--- config.mk ---
export PLATFORM = sky130hd
export DESIGN_NAME = timer_counter_pwm_unit
export DESIGN_NICKNAME = d
export VERILOG_FILES = /design/src/include/timer_counter_pwm_unit_pkg.sv /design/src/rtl/deadband_pair.sv /design/src/rtl/timer_counter_pwm_unit.sv
export SDC_FILE = /design/constraint.sdc
export NUM_CORES = 1
export LEC_CHECK = 0
export BUFFER_PORTS_ARGS = -buffer_cell sky130_fd_sc_hd__buf_2
export CORE_ASPECT_RATIO = 2
export CORE_UTILIZATION = 25
export DETAILED_ROUTE_END_ITERATION = 7
export PLACE_DENSITY = 0.43
export SLEW_MARGIN = 20
export SYNTH_ARGS = -nofsm -noshare
export SYNTH_HDL_FRONTEND = slang
export SYNTH_SLANG_ARGS = --single-unit
export TNS_END_PERCENT = 100
--- constraint.sdc ---
create_clock -name aclk -period 2.9 [get_ports aclk]
set_input_delay 0 -clock aclk [delete_from_list [all_inputs] [get_ports aclk]]
set_output_delay 0 -clock aclk [all_outputs]
set_load 0.01 [all_outputs]
--- src/include/timer_counter_pwm_unit_pkg.sv ---
// Purpose: Shared constants for the timer, counter and pulse-width unit
// Assumes: AXI4-Lite register access, 32-bit data, 100 MHz clock
// Notes:   Offsets are byte addresses of aligned words
package timer_counter_pwm_unit_pkg;
   localparam int unsigned CNT_W      = 16;
   localparam int unsigned ADDR_W     = 8;
   localparam int unsigned CMP_NUM    = 2;
   // Register byte offsets
   localparam logic [7:0] OFS_CTRL    = 8'h00;
   localparam logic [7:0] OFS_PERIOD  = 8'h04;
   localparam logic [7:0] OFS_CMP0    = 8'h08;
   localparam logic [7:0] OFS_CMP1    = 8'h0c;
   localparam logic [7:0] OFS_DEAD    = 8'h10;
   localparam logic [7:0] OFS_COUNT   = 8'h14;
   localparam logic [7:0] OFS_CAPTURE = 8'h18;
   localparam logic [7:0] OFS_STATUS  = 8'h1c;
   // Control register fields
   localparam int unsigned CTRL_RUN      = 0;
   localparam int unsigned CTRL_ONESHOT  = 1;
   localparam int unsigned CTRL_CAP_RISE = 2;
   localparam int unsigned CTRL_KILL_TRU = 3;
   localparam int unsigned CTRL_KILL_CMP = 4;
   localparam int unsigned CTRL_SW_CAP   = 5;
   localparam int unsigned CTRL_W        = 6;
   // Status register fields
   localparam int unsigned STAT_RUN  = 0;
   localparam int unsigned STAT_KILL = 1;
   localparam int unsigned STAT_CAP  = 2;
   localparam int unsigned STAT_TC   = 3;
   localparam int unsigned STAT_PWM  = 4;
   // Reset values and counter step
   localparam logic [15:0] PERIOD_RST = 16'hffff;
   localparam logic [15:0] CMP_RST    = 16'h0000;
   localparam logic [15:0] DEAD_RST   = 16'h0000;
   localparam logic [15:0] CNT_RST    = 16'h0000;
   localparam logic [15:0] CNT_ONE    = 16'h0001;
   // AXI responses
   localparam logic [1:0] RESP_OKAY   = 2'b00;
   localparam logic [1:0] RESP_SLVERR = 2'b10;
endpackage

--- src/rtl/deadband_pair.sv ---
// Purpose: True and complementary output pair with dead-band delay
// Assumes: One clock, synchronous active-low reset
// Notes:   Each output rises only after its input held for dead cycles
`timescale 1ns/1ns
module deadband_pair #(
   parameter int unsigned W = 16
) (
   input  wire logic         aclk,
   input  wire logic         aresetn,
   input  wire logic         pwm_in,
   input  wire logic [W-1:0] dead,
   output logic              out_true,
   output logic              out_comp
);
   logic         last_reg;
   logic [W-1:0] delay_reg;

   //----------------------------------------
   // Edge tracking and delay count
   //----------------------------------------
   always_ff @(posedge aclk) begin
      if (!aresetn) begin
         last_reg  <= 1'b0;
         delay_reg <= '0;
      end else begin
         last_reg <= pwm_in;
         if (last_reg != pwm_in) begin
            delay_reg <= dead;
         end else if (delay_reg != '0) begin
            delay_reg <= delay_reg - 1'b1;
         end
      end
   end

   // Both low during the gap so the pair never switches together
   always_ff @(posedge aclk) begin
      if (!aresetn) begin
         out_true <= 1'b0;
         out_comp <= 1'b0;
      end else if (last_reg != pwm_in || delay_reg > 1) begin
         out_true <= 1'b0;
         out_comp <= 1'b0;
      end else begin
         out_true <= last_reg;
         out_comp <= ~last_reg;
      end
   end
endmodule

--- src/rtl/timer_counter_pwm_unit.sv ---
// Purpose: 16-bit timer, counter and PWM unit with capture and kill
// Assumes: AXI4-Lite slave, 100 MHz aclk, synchronous active-low reset
// Notes:   cap_pin and kill_pin are asynchronous and synchronised here
//
// Function
// - One 16-bit counter whose period is set by software.
// - A capture event copies the counter into the capture register.
// - On counter equal period the counter stops or reloads as configured.
// - Counter compared with compare values gives the PWM duty waveform.
// - True and complementary outputs are separated by a programmable dead band.
// - While kill is asserted the outputs take their preset safe levels, three clocks after kill_pin (two synchroniser stages plus the output register).
//
// Local design decisions: the AXI4-Lite interface to the registers and the address map.
`timescale 1ns/1ns
module timer_counter_pwm_unit #(
   parameter int unsigned CNT_W = timer_counter_pwm_unit_pkg::CNT_W
) (
   input  wire logic        aclk,
   input  wire logic        aresetn,
   input  wire logic [7:0]  s_axi_awaddr,
   input  wire logic        s_axi_awvalid,
   output logic             s_axi_awready,
   input  wire logic [31:0] s_axi_wdata,
   input  wire logic [3:0]  s_axi_wstrb,
   input  wire logic        s_axi_wvalid,
   output logic             s_axi_wready,
   output logic [1:0]       s_axi_bresp,
   output logic             s_axi_bvalid,
   input  wire logic        s_axi_bready,
   input  wire logic [7:0]  s_axi_araddr,
   input  wire logic        s_axi_arvalid,
   output logic             s_axi_arready,
   output logic [31:0]      s_axi_rdata,
   output logic [1:0]       s_axi_rresp,
   output logic             s_axi_rvalid,
   input  wire logic        s_axi_rready,
   input  wire logic        cap_pin,
   input  wire logic        kill_pin,
   output logic             pwm_true,
   output logic             pwm_comp,
   output logic             tc_pulse
);
   logic [timer_counter_pwm_unit_pkg::CTRL_W-1:0] ctrl_reg;
   logic [CNT_W-1:0]             period_reg;
   logic [CNT_W-1:0]             cmp_reg [timer_counter_pwm_unit_pkg::CMP_NUM];
   logic [CNT_W-1:0]             dead_reg;
   logic [CNT_W-1:0]             count_reg;
   logic [CNT_W-1:0]             capture_reg;
   logic                         cap_flag_reg;
   logic                         running_reg;
   logic [1:0]                   cap_sync_reg;
   logic [1:0]                   kill_sync_reg;
   logic                         cap_last_reg;
   logic                         pwm_reg;
   logic                         db_true;
   logic                         db_comp;
   logic [7:0]                   awaddr_reg;
   logic [31:0]                  wdata_reg;
   logic [3:0]                   wstrb_reg;
   logic                         aw_full_reg;
   logic                         w_full_reg;
   logic                         wr_go;
   logic                         sw_cap_req;
   logic                         cap_event;
   logic                         kill_now;
   logic                         at_period;
   localparam int unsigned CTRL_W = timer_counter_pwm_unit_pkg::CTRL_W;

   function automatic logic [31:0] merge(input logic [31:0] old, input logic [31:0] nw,
                                         input logic [3:0] strb);
      logic [31:0] r;
      r = old;
      for (int i = 0; i < 4; i++) begin
         if (strb[i]) begin
            r[i*8 +: 8] = nw[i*8 +: 8];
         end
      end
      return r;
   endfunction

   //----------------------------------------
   // Pin synchronisers
   //----------------------------------------
   always_ff @(posedge aclk) begin
      if (!aresetn) begin
         cap_sync_reg  <= 2'b00;
         kill_sync_reg <= 2'b00;
         cap_last_reg  <= 1'b0;
      end else begin
         cap_sync_reg  <= {cap_sync_reg[0], cap_pin};
         kill_sync_reg <= {kill_sync_reg[0], kill_pin};
         cap_last_reg  <= cap_sync_reg[1];
      end
   end

   assign kill_now   = kill_sync_reg[1];
   assign sw_cap_req = wr_go && awaddr_reg == timer_counter_pwm_unit_pkg::OFS_CTRL &&
                       wstrb_reg[0] && wdata_reg[timer_counter_pwm_unit_pkg::CTRL_SW_CAP];
   assign cap_event  = (ctrl_reg[timer_counter_pwm_unit_pkg::CTRL_CAP_RISE] && cap_sync_reg[1] && !cap_last_reg)
                       || sw_cap_req;
   assign at_period  = count_reg == period_reg;

   //----------------------------------------
   // AXI4-Lite write channel
   //----------------------------------------
   assign wr_go = aw_full_reg && w_full_reg && !s_axi_bvalid;

   always_ff @(posedge aclk) begin
      if (!aresetn) begin
         aw_full_reg   <= 1'b0;
         w_full_reg    <= 1'b0;
         awaddr_reg    <= 8'h00;
         wdata_reg     <= 32'h0000_0000;
         wstrb_reg     <= 4'h0;
         s_axi_awready <= 1'b0;
         s_axi_wready  <= 1'b0;
         s_axi_bvalid  <= 1'b0;
         s_axi_bresp   <= timer_counter_pwm_unit_pkg::RESP_OKAY;
      end else begin
         s_axi_awready <= 1'b0;
         s_axi_wready  <= 1'b0;
         if (s_axi_awvalid && !aw_full_reg && !s_axi_awready) begin
            s_axi_awready <= 1'b1;
         end
         if (s_axi_awvalid && s_axi_awready) begin
            aw_full_reg <= 1'b1;
            awaddr_reg  <= s_axi_awaddr;
         end
         if (s_axi_wvalid && !w_full_reg && !s_axi_wready) begin
            s_axi_wready <= 1'b1;
         end
         if (s_axi_wvalid && s_axi_wready) begin
            w_full_reg <= 1'b1;
            wdata_reg  <= s_axi_wdata;
            wstrb_reg  <= s_axi_wstrb;
         end
         if (wr_go) begin
            aw_full_reg  <= 1'b0;
            w_full_reg   <= 1'b0;
            s_axi_bvalid <= 1'b1;
            if (awaddr_reg > timer_counter_pwm_unit_pkg::OFS_DEAD || awaddr_reg[1:0] != 2'b00) begin
               s_axi_bresp <= timer_counter_pwm_unit_pkg::RESP_SLVERR;
            end else begin
               s_axi_bresp <= timer_counter_pwm_unit_pkg::RESP_OKAY;
            end
         end else if (s_axi_bvalid && s_axi_bready) begin
            s_axi_bvalid <= 1'b0;
         end
      end
   end

   //----------------------------------------
   // Configuration registers
   //----------------------------------------
   always_ff @(posedge aclk) begin
      if (!aresetn) begin
         ctrl_reg   <= '0;
         period_reg <= timer_counter_pwm_unit_pkg::PERIOD_RST;
         cmp_reg[0] <= timer_counter_pwm_unit_pkg::CMP_RST;
         cmp_reg[1] <= timer_counter_pwm_unit_pkg::CMP_RST;
         dead_reg   <= timer_counter_pwm_unit_pkg::DEAD_RST;
      end else if (wr_go) begin
         if (awaddr_reg == timer_counter_pwm_unit_pkg::OFS_CTRL) begin
            ctrl_reg <= CTRL_W'(merge(32'(ctrl_reg), wdata_reg, wstrb_reg));
         end else if (awaddr_reg == timer_counter_pwm_unit_pkg::OFS_PERIOD) begin
            period_reg <= CNT_W'(merge(32'(period_reg), wdata_reg, wstrb_reg));
         end else if (awaddr_reg == timer_counter_pwm_unit_pkg::OFS_CMP0) begin
            cmp_reg[0] <= CNT_W'(merge(32'(cmp_reg[0]), wdata_reg, wstrb_reg));
         end else if (awaddr_reg == timer_counter_pwm_unit_pkg::OFS_CMP1) begin
            cmp_reg[1] <= CNT_W'(merge(32'(cmp_reg[1]), wdata_reg, wstrb_reg));
         end else if (awaddr_reg == timer_counter_pwm_unit_pkg::OFS_DEAD) begin
            dead_reg <= CNT_W'(merge(32'(dead_reg), wdata_reg, wstrb_reg));
         end
      end
   end

   //----------------------------------------
   // Counter, period match and capture
   //----------------------------------------
   always_ff @(posedge aclk) begin
      if (!aresetn) begin
         count_reg   <= timer_counter_pwm_unit_pkg::CNT_RST;
         running_reg <= 1'b0;
         tc_pulse    <= 1'b0;
      end else begin
         tc_pulse <= 1'b0;
         if (!ctrl_reg[timer_counter_pwm_unit_pkg::CTRL_RUN]) begin
            running_reg <= 1'b0;
            count_reg   <= timer_counter_pwm_unit_pkg::CNT_RST;
         end else if (!running_reg) begin
            // Run bit rising restarts a one-shot; stopped state holds otherwise
            running_reg <= (count_reg == timer_counter_pwm_unit_pkg::CNT_RST);
         end else if (at_period) begin
            tc_pulse  <= 1'b1;
            count_reg <= timer_counter_pwm_unit_pkg::CNT_RST;
            if (ctrl_reg[timer_counter_pwm_unit_pkg::CTRL_ONESHOT]) begin
               running_reg <= 1'b0;
               count_reg   <= count_reg;
            end
         end else begin
            count_reg <= count_reg + timer_counter_pwm_unit_pkg::CNT_ONE;
         end
      end
   end

   always_ff @(posedge aclk) begin
      if (!aresetn) begin
         capture_reg  <= timer_counter_pwm_unit_pkg::CNT_RST;
         cap_flag_reg <= 1'b0;
      end else if (cap_event) begin
         capture_reg  <= count_reg;
         cap_flag_reg <= 1'b1;
      end else if (s_axi_arvalid && s_axi_arready && s_axi_araddr == timer_counter_pwm_unit_pkg::OFS_CAPTURE) begin
         cap_flag_reg <= 1'b0;
      end
   end

   //----------------------------------------
   // Compare, dead band and kill
   //----------------------------------------
   always_ff @(posedge aclk) begin
      if (!aresetn) begin
         pwm_reg <= 1'b0;
      end else begin
         // High from compare 0 up to, not including, compare 1
         pwm_reg <= running_reg && count_reg >= cmp_reg[0] && count_reg < cmp_reg[1];
      end
   end

   deadband_pair #(
      .W (CNT_W)
   ) u_dead (
      .aclk     (aclk),
      .aresetn  (aresetn),
      .pwm_in   (pwm_reg),
      .dead     (dead_reg),
      .out_true (db_true),
      .out_comp (db_comp)
   );

   always_ff @(posedge aclk) begin
      if (!aresetn) begin
         pwm_true <= 1'b0;
         pwm_comp <= 1'b0;
      end else if (kill_now) begin
         pwm_true <= ctrl_reg[timer_counter_pwm_unit_pkg::CTRL_KILL_TRU];
         pwm_comp <= ctrl_reg[timer_counter_pwm_unit_pkg::CTRL_KILL_CMP];
      end else begin
         pwm_true <= db_true;
         pwm_comp <= db_comp;
      end
   end

   //----------------------------------------
   // AXI4-Lite read channel
   //----------------------------------------
   always_ff @(posedge aclk) begin
      if (!aresetn) begin
         s_axi_arready <= 1'b0;
         s_axi_rvalid  <= 1'b0;
         s_axi_rdata   <= 32'h0000_0000;
         s_axi_rresp   <= timer_counter_pwm_unit_pkg::RESP_OKAY;
      end else begin
         s_axi_arready <= 1'b0;
         if (s_axi_arvalid && !s_axi_arready && !s_axi_rvalid) begin
            s_axi_arready <= 1'b1;
         end
         if (s_axi_arvalid && s_axi_arready) begin
            s_axi_rvalid <= 1'b1;
            s_axi_rresp  <= timer_counter_pwm_unit_pkg::RESP_OKAY;
            s_axi_rdata  <= 32'h0000_0000;
            if (s_axi_araddr == timer_counter_pwm_unit_pkg::OFS_CTRL) begin
               s_axi_rdata <= 32'(ctrl_reg);
            end else if (s_axi_araddr == timer_counter_pwm_unit_pkg::OFS_PERIOD) begin
               s_axi_rdata <= 32'(period_reg);
            end else if (s_axi_araddr == timer_counter_pwm_unit_pkg::OFS_CMP0) begin
               s_axi_rdata <= 32'(cmp_reg[0]);
            end else if (s_axi_araddr == timer_counter_pwm_unit_pkg::OFS_CMP1) begin
               s_axi_rdata <= 32'(cmp_reg[1]);
            end else if (s_axi_araddr == timer_counter_pwm_unit_pkg::OFS_DEAD) begin
               s_axi_rdata <= 32'(dead_reg);
            end else if (s_axi_araddr == timer_counter_pwm_unit_pkg::OFS_COUNT) begin
               s_axi_rdata <= 32'(count_reg);
            end else if (s_axi_araddr == timer_counter_pwm_unit_pkg::OFS_CAPTURE) begin
               s_axi_rdata <= 32'(capture_reg);
            end else if (s_axi_araddr == timer_counter_pwm_unit_pkg::OFS_STATUS) begin
               s_axi_rdata[timer_counter_pwm_unit_pkg::STAT_RUN]  <= running_reg;
               s_axi_rdata[timer_counter_pwm_unit_pkg::STAT_KILL] <= kill_now;
               s_axi_rdata[timer_counter_pwm_unit_pkg::STAT_CAP]  <= cap_flag_reg;
               s_axi_rdata[timer_counter_pwm_unit_pkg::STAT_TC]   <= at_period;
               s_axi_rdata[timer_counter_pwm_unit_pkg::STAT_PWM]  <= pwm_reg;
            end else begin
               s_axi_rresp <= timer_counter_pwm_unit_pkg::RESP_SLVERR;
            end
         end else if (s_axi_rvalid && s_axi_rready) begin
            s_axi_rvalid <= 1'b0;
         end
      end
   end
endmodule

==> key figures <==
Timing
  • Clk_skew: 15.2 ps
  • Minimum clock period after layout: 2260 ps
  • Setup TNS: 0 ps
  • Hold_ws: ~22 ps
  • Slew HR: approximately 32%
  • Setup Viol. Count Final: 0
  • Worst Max-Slew Pin Slew: slightly above 1000 ps
  • Final Cycle Share: between 70% and 80%
  • Fin. max-slew vios: 0
  • Final Hold Vio Count: 0
  • RSZ-0062 raised after global routing: no
  • Max Clk Rate: about 440 MHz

Floorplanning
  • I/O pin total: between 100 and 150
  • Die W: 137 um
  • # rows: roughly 100
  • Initial Utilization: 25.4%
  • Die area: around 0.037 sq mm
  • Core area: roughly 0.036 sq mm
  • Die H: ~270 um

Setup path
  • Slowest-stage cell, CP: dfxtp_1
  • Crit end category: register
  • WS Path Type: register to register
  • Buf/Inv on CP: 2
  • CP peak stage delay: roughly 530 ps
  • Crit-path cells: buf_4, ha_1, o21a_1, nor2_1, nor4_1, a21oi_1, a2111oi_0, buf_4
  • Crit path max fanout: 8
  • Critical Path RT: approximately 3300 ps
  • WP data arrival: between 2000 and 3000 ps
  • Critical path launch point type: register
  • Top delay family on crit path: compound AO/OA/AOI/OAI gates
  • Crit path top cell by count: buf_4

Routing
  • DRC viols: 0
  • Total Wirelength: ~31 mm
  • Routed wire per std cell: 19.5 um
  • Vias: between 7000 and 8000
  • Post-route ant nets: 0
  • Drt pass-1 iters: 5
  • Vias/cell: between 4 and 5
  • Initial drt markers: 356

Global route
  • First-pass GRT wire length: between 40 and 50 mm
  • Initial antenna violation count: 0
  • GRT Util Overall: 17.4%
  • Largest net degree at the start of global routing: between 50 and 60
  • Vias in the first global route: 7837
  • Total global routing overflow: 0

Yosys
  • Sequential fraction of the synthesis area: 43.9%
  • Area leader, netlist: dfxtp_1
  • Asr flop ratio synth: 0%
  • Ranking of synthesized cells by area: dfxtp_1 (33%), edfxtp_1 (11%), nand2_1 (6.7%)
  • Synth top area share: between 30% and 40%
  • #FFs+latches synth: roughly 180
  • Avg Cell Area, Syn: just under 9 sq um
  • Synth unique cells: between 60 and 70
  • Ys Warns: 0
  • Primary FF master, synth: dfxtp_1
  • Syn Inst Count: slightly above 1000
  • Synthesized area: roughly 0.009 sq mm
  • Post-synth EDFFs: 32

CTS
  • Clock tree buffer depth: 2
  • CTS tree: done
  • Worst-skew pair later-pin latency: about 440 ps
  • Inserted Clock Buffers: 17
  • Clock sink count: 183
  • H-tree levels: 4
  • CTS root buffer: clkbuf_16
  • Reg clk slew, reported paths: roughly 70 ps

Placed design
  • Routability cong.: ~0.85
  • Port bufs: roughly 70
  • Post-DP HPWL: between 20 and 25 mm

Layout
  • Layout cell share with drive strength beyond 1: between 10% and 20%
  • Fill cells: about 3800
  • Nets: 1235
  • Max FFs per register: 32
  • Commonest non-fill, non-tap cells in the layout: nand2_1 (163), dfxtp_1 (151), a21oi_1 (85), buf_2 (68), nor2_1 (65)
  • Layout area overhead: 20.8%
  • Antenna diode count: 0
  • Commonest non-fill, non-tap cell in the layout: nand2_1

Worst hold path
  • Hold crit path type: input pin to register

Run status
  • Status: complete, no violations

Job
  • MaxCap Viol Count: 0

Power and ir drop
  • Cell Pwr Density: roughly 560 mW/mm^2
  • Peak VDD IR: roughly 400 uV
  • Leak Pwr: 4.38 nW
worst reg2reg max path: cells and delay by family, from the launching register on:
family | cells | cell delay [ps]
compound gates | 3 | 620
fa+ha+maj | 1 | 250
buf+inv | 2 | 400
flops | 1 | 530
simple gates | 2 | 420
what timing repair did:
action / CTS / global route
hold buffers: 41 / 0
buffers inserted: 0 / 0
gates resized for setup: 0 / 0
endpoints found under the hold margin: 34 / 0
stage by stage:
step / worst slack (ps) / area, sq um / total power (W) / std cells / util (%)
CTS: 614 / 11000 / 0.00626 / 1602 / 30.6
global route: 402 / 11000 / 0.00648 / 1602 / 30.6
finish: 635 / 11000 / 0.00618 / 1602 / 30.6
detailed placement: 639 / 9960 / 0.00382 / 1529 / 27.8
global placement: 613 / 9960 / 0.00380 / 1529 / 27.8
floorplan: 890 / 9150 / 0.00353 / 1048 / -
cell families (layout without fill, tap and decap cells):
kind of cell | count (synthesis) | after routing | share of synthesized area (%)
simple gates | 396 | 396 | 21.6
compound gates | 213 | 213 | 14.2
flops | 183 | 183 | 43.9
buf+inv | 119 | 223 | 5.99
mux | 46 | 46 | 5.81
xor+xnor | 38 | 38 | 3.66
fa+ha+maj | 35 | 35 | 4.82
other cells | 1 | 18 | 0.0413
worst paths after layout:
path         cells past startpoint              end  slack, ps       startpoint
max                              8          pwm_reg        640     count_reg[6]
min                              3   s_axi_rdata[5]         20          aresetn
max reg2reg                      8          pwm_reg        640     count_reg[6]
min reg2reg                      1  cap_sync_reg[1]        440  cap_sync_reg[0]
synthesized netlist by cell type (10+ instances only):
cell type and number:
ha_1 35, nand2_1 163, nand3_1 45, dfxtp_1 151, buf_2 13, mux2_2 14
nand4_1 20, o21ai_0 46, a21oi_1 85, inv_1 44, a22oi_1 24, a21o_1 17
mux2i_1 28, buf_4 19, nor4_1 14, xnor2_1 37, o211ai_1 10, or3_1 12
nor2_1 65, edfxtp_1 32, and2_1 28, clkbuf_1 33
final cells by class:
| cell class | instances | area [sq um] | share of cell area, % |
|---|---|---|---|
| timing repair buffer | 146 | 1040 | 9.49 |
| clock buffer | 19 | 454 | 4.14 |
| sequential | 183 | 3980 | 36.3 |
| clock inverter | 13 | 141 | 1.29 |
| tap | 450 | 563 | 5.13 |
| multi-input combinational | 746 | 4620 | 42.1 |
| inverter | 45 | 169 | 1.54 |
routing by layer:
layer / up-vias / routed length (um) / track usage [%] / share of wire (%)
met5: - / 0 / 0 / 0
met3: 59 / 593 / 2.09 / 1.9
li1: 3795 / - / - / -
met1: 3716 / 11100 / 16.7 / 35
met2: 155 / 17900 / 34.1 / 57
met4: 0 / 1700 / 10.6 / 5.4
where the power goes:
group	leakage [nW]	switching, W	internal [W]
combinational	2.54	0.000548	0.000435
sequential	1.55	0.000113	0.00270
clock	0.292	0.00112	0.00127
Note: power is estimated with default switching activity, not from simulation.
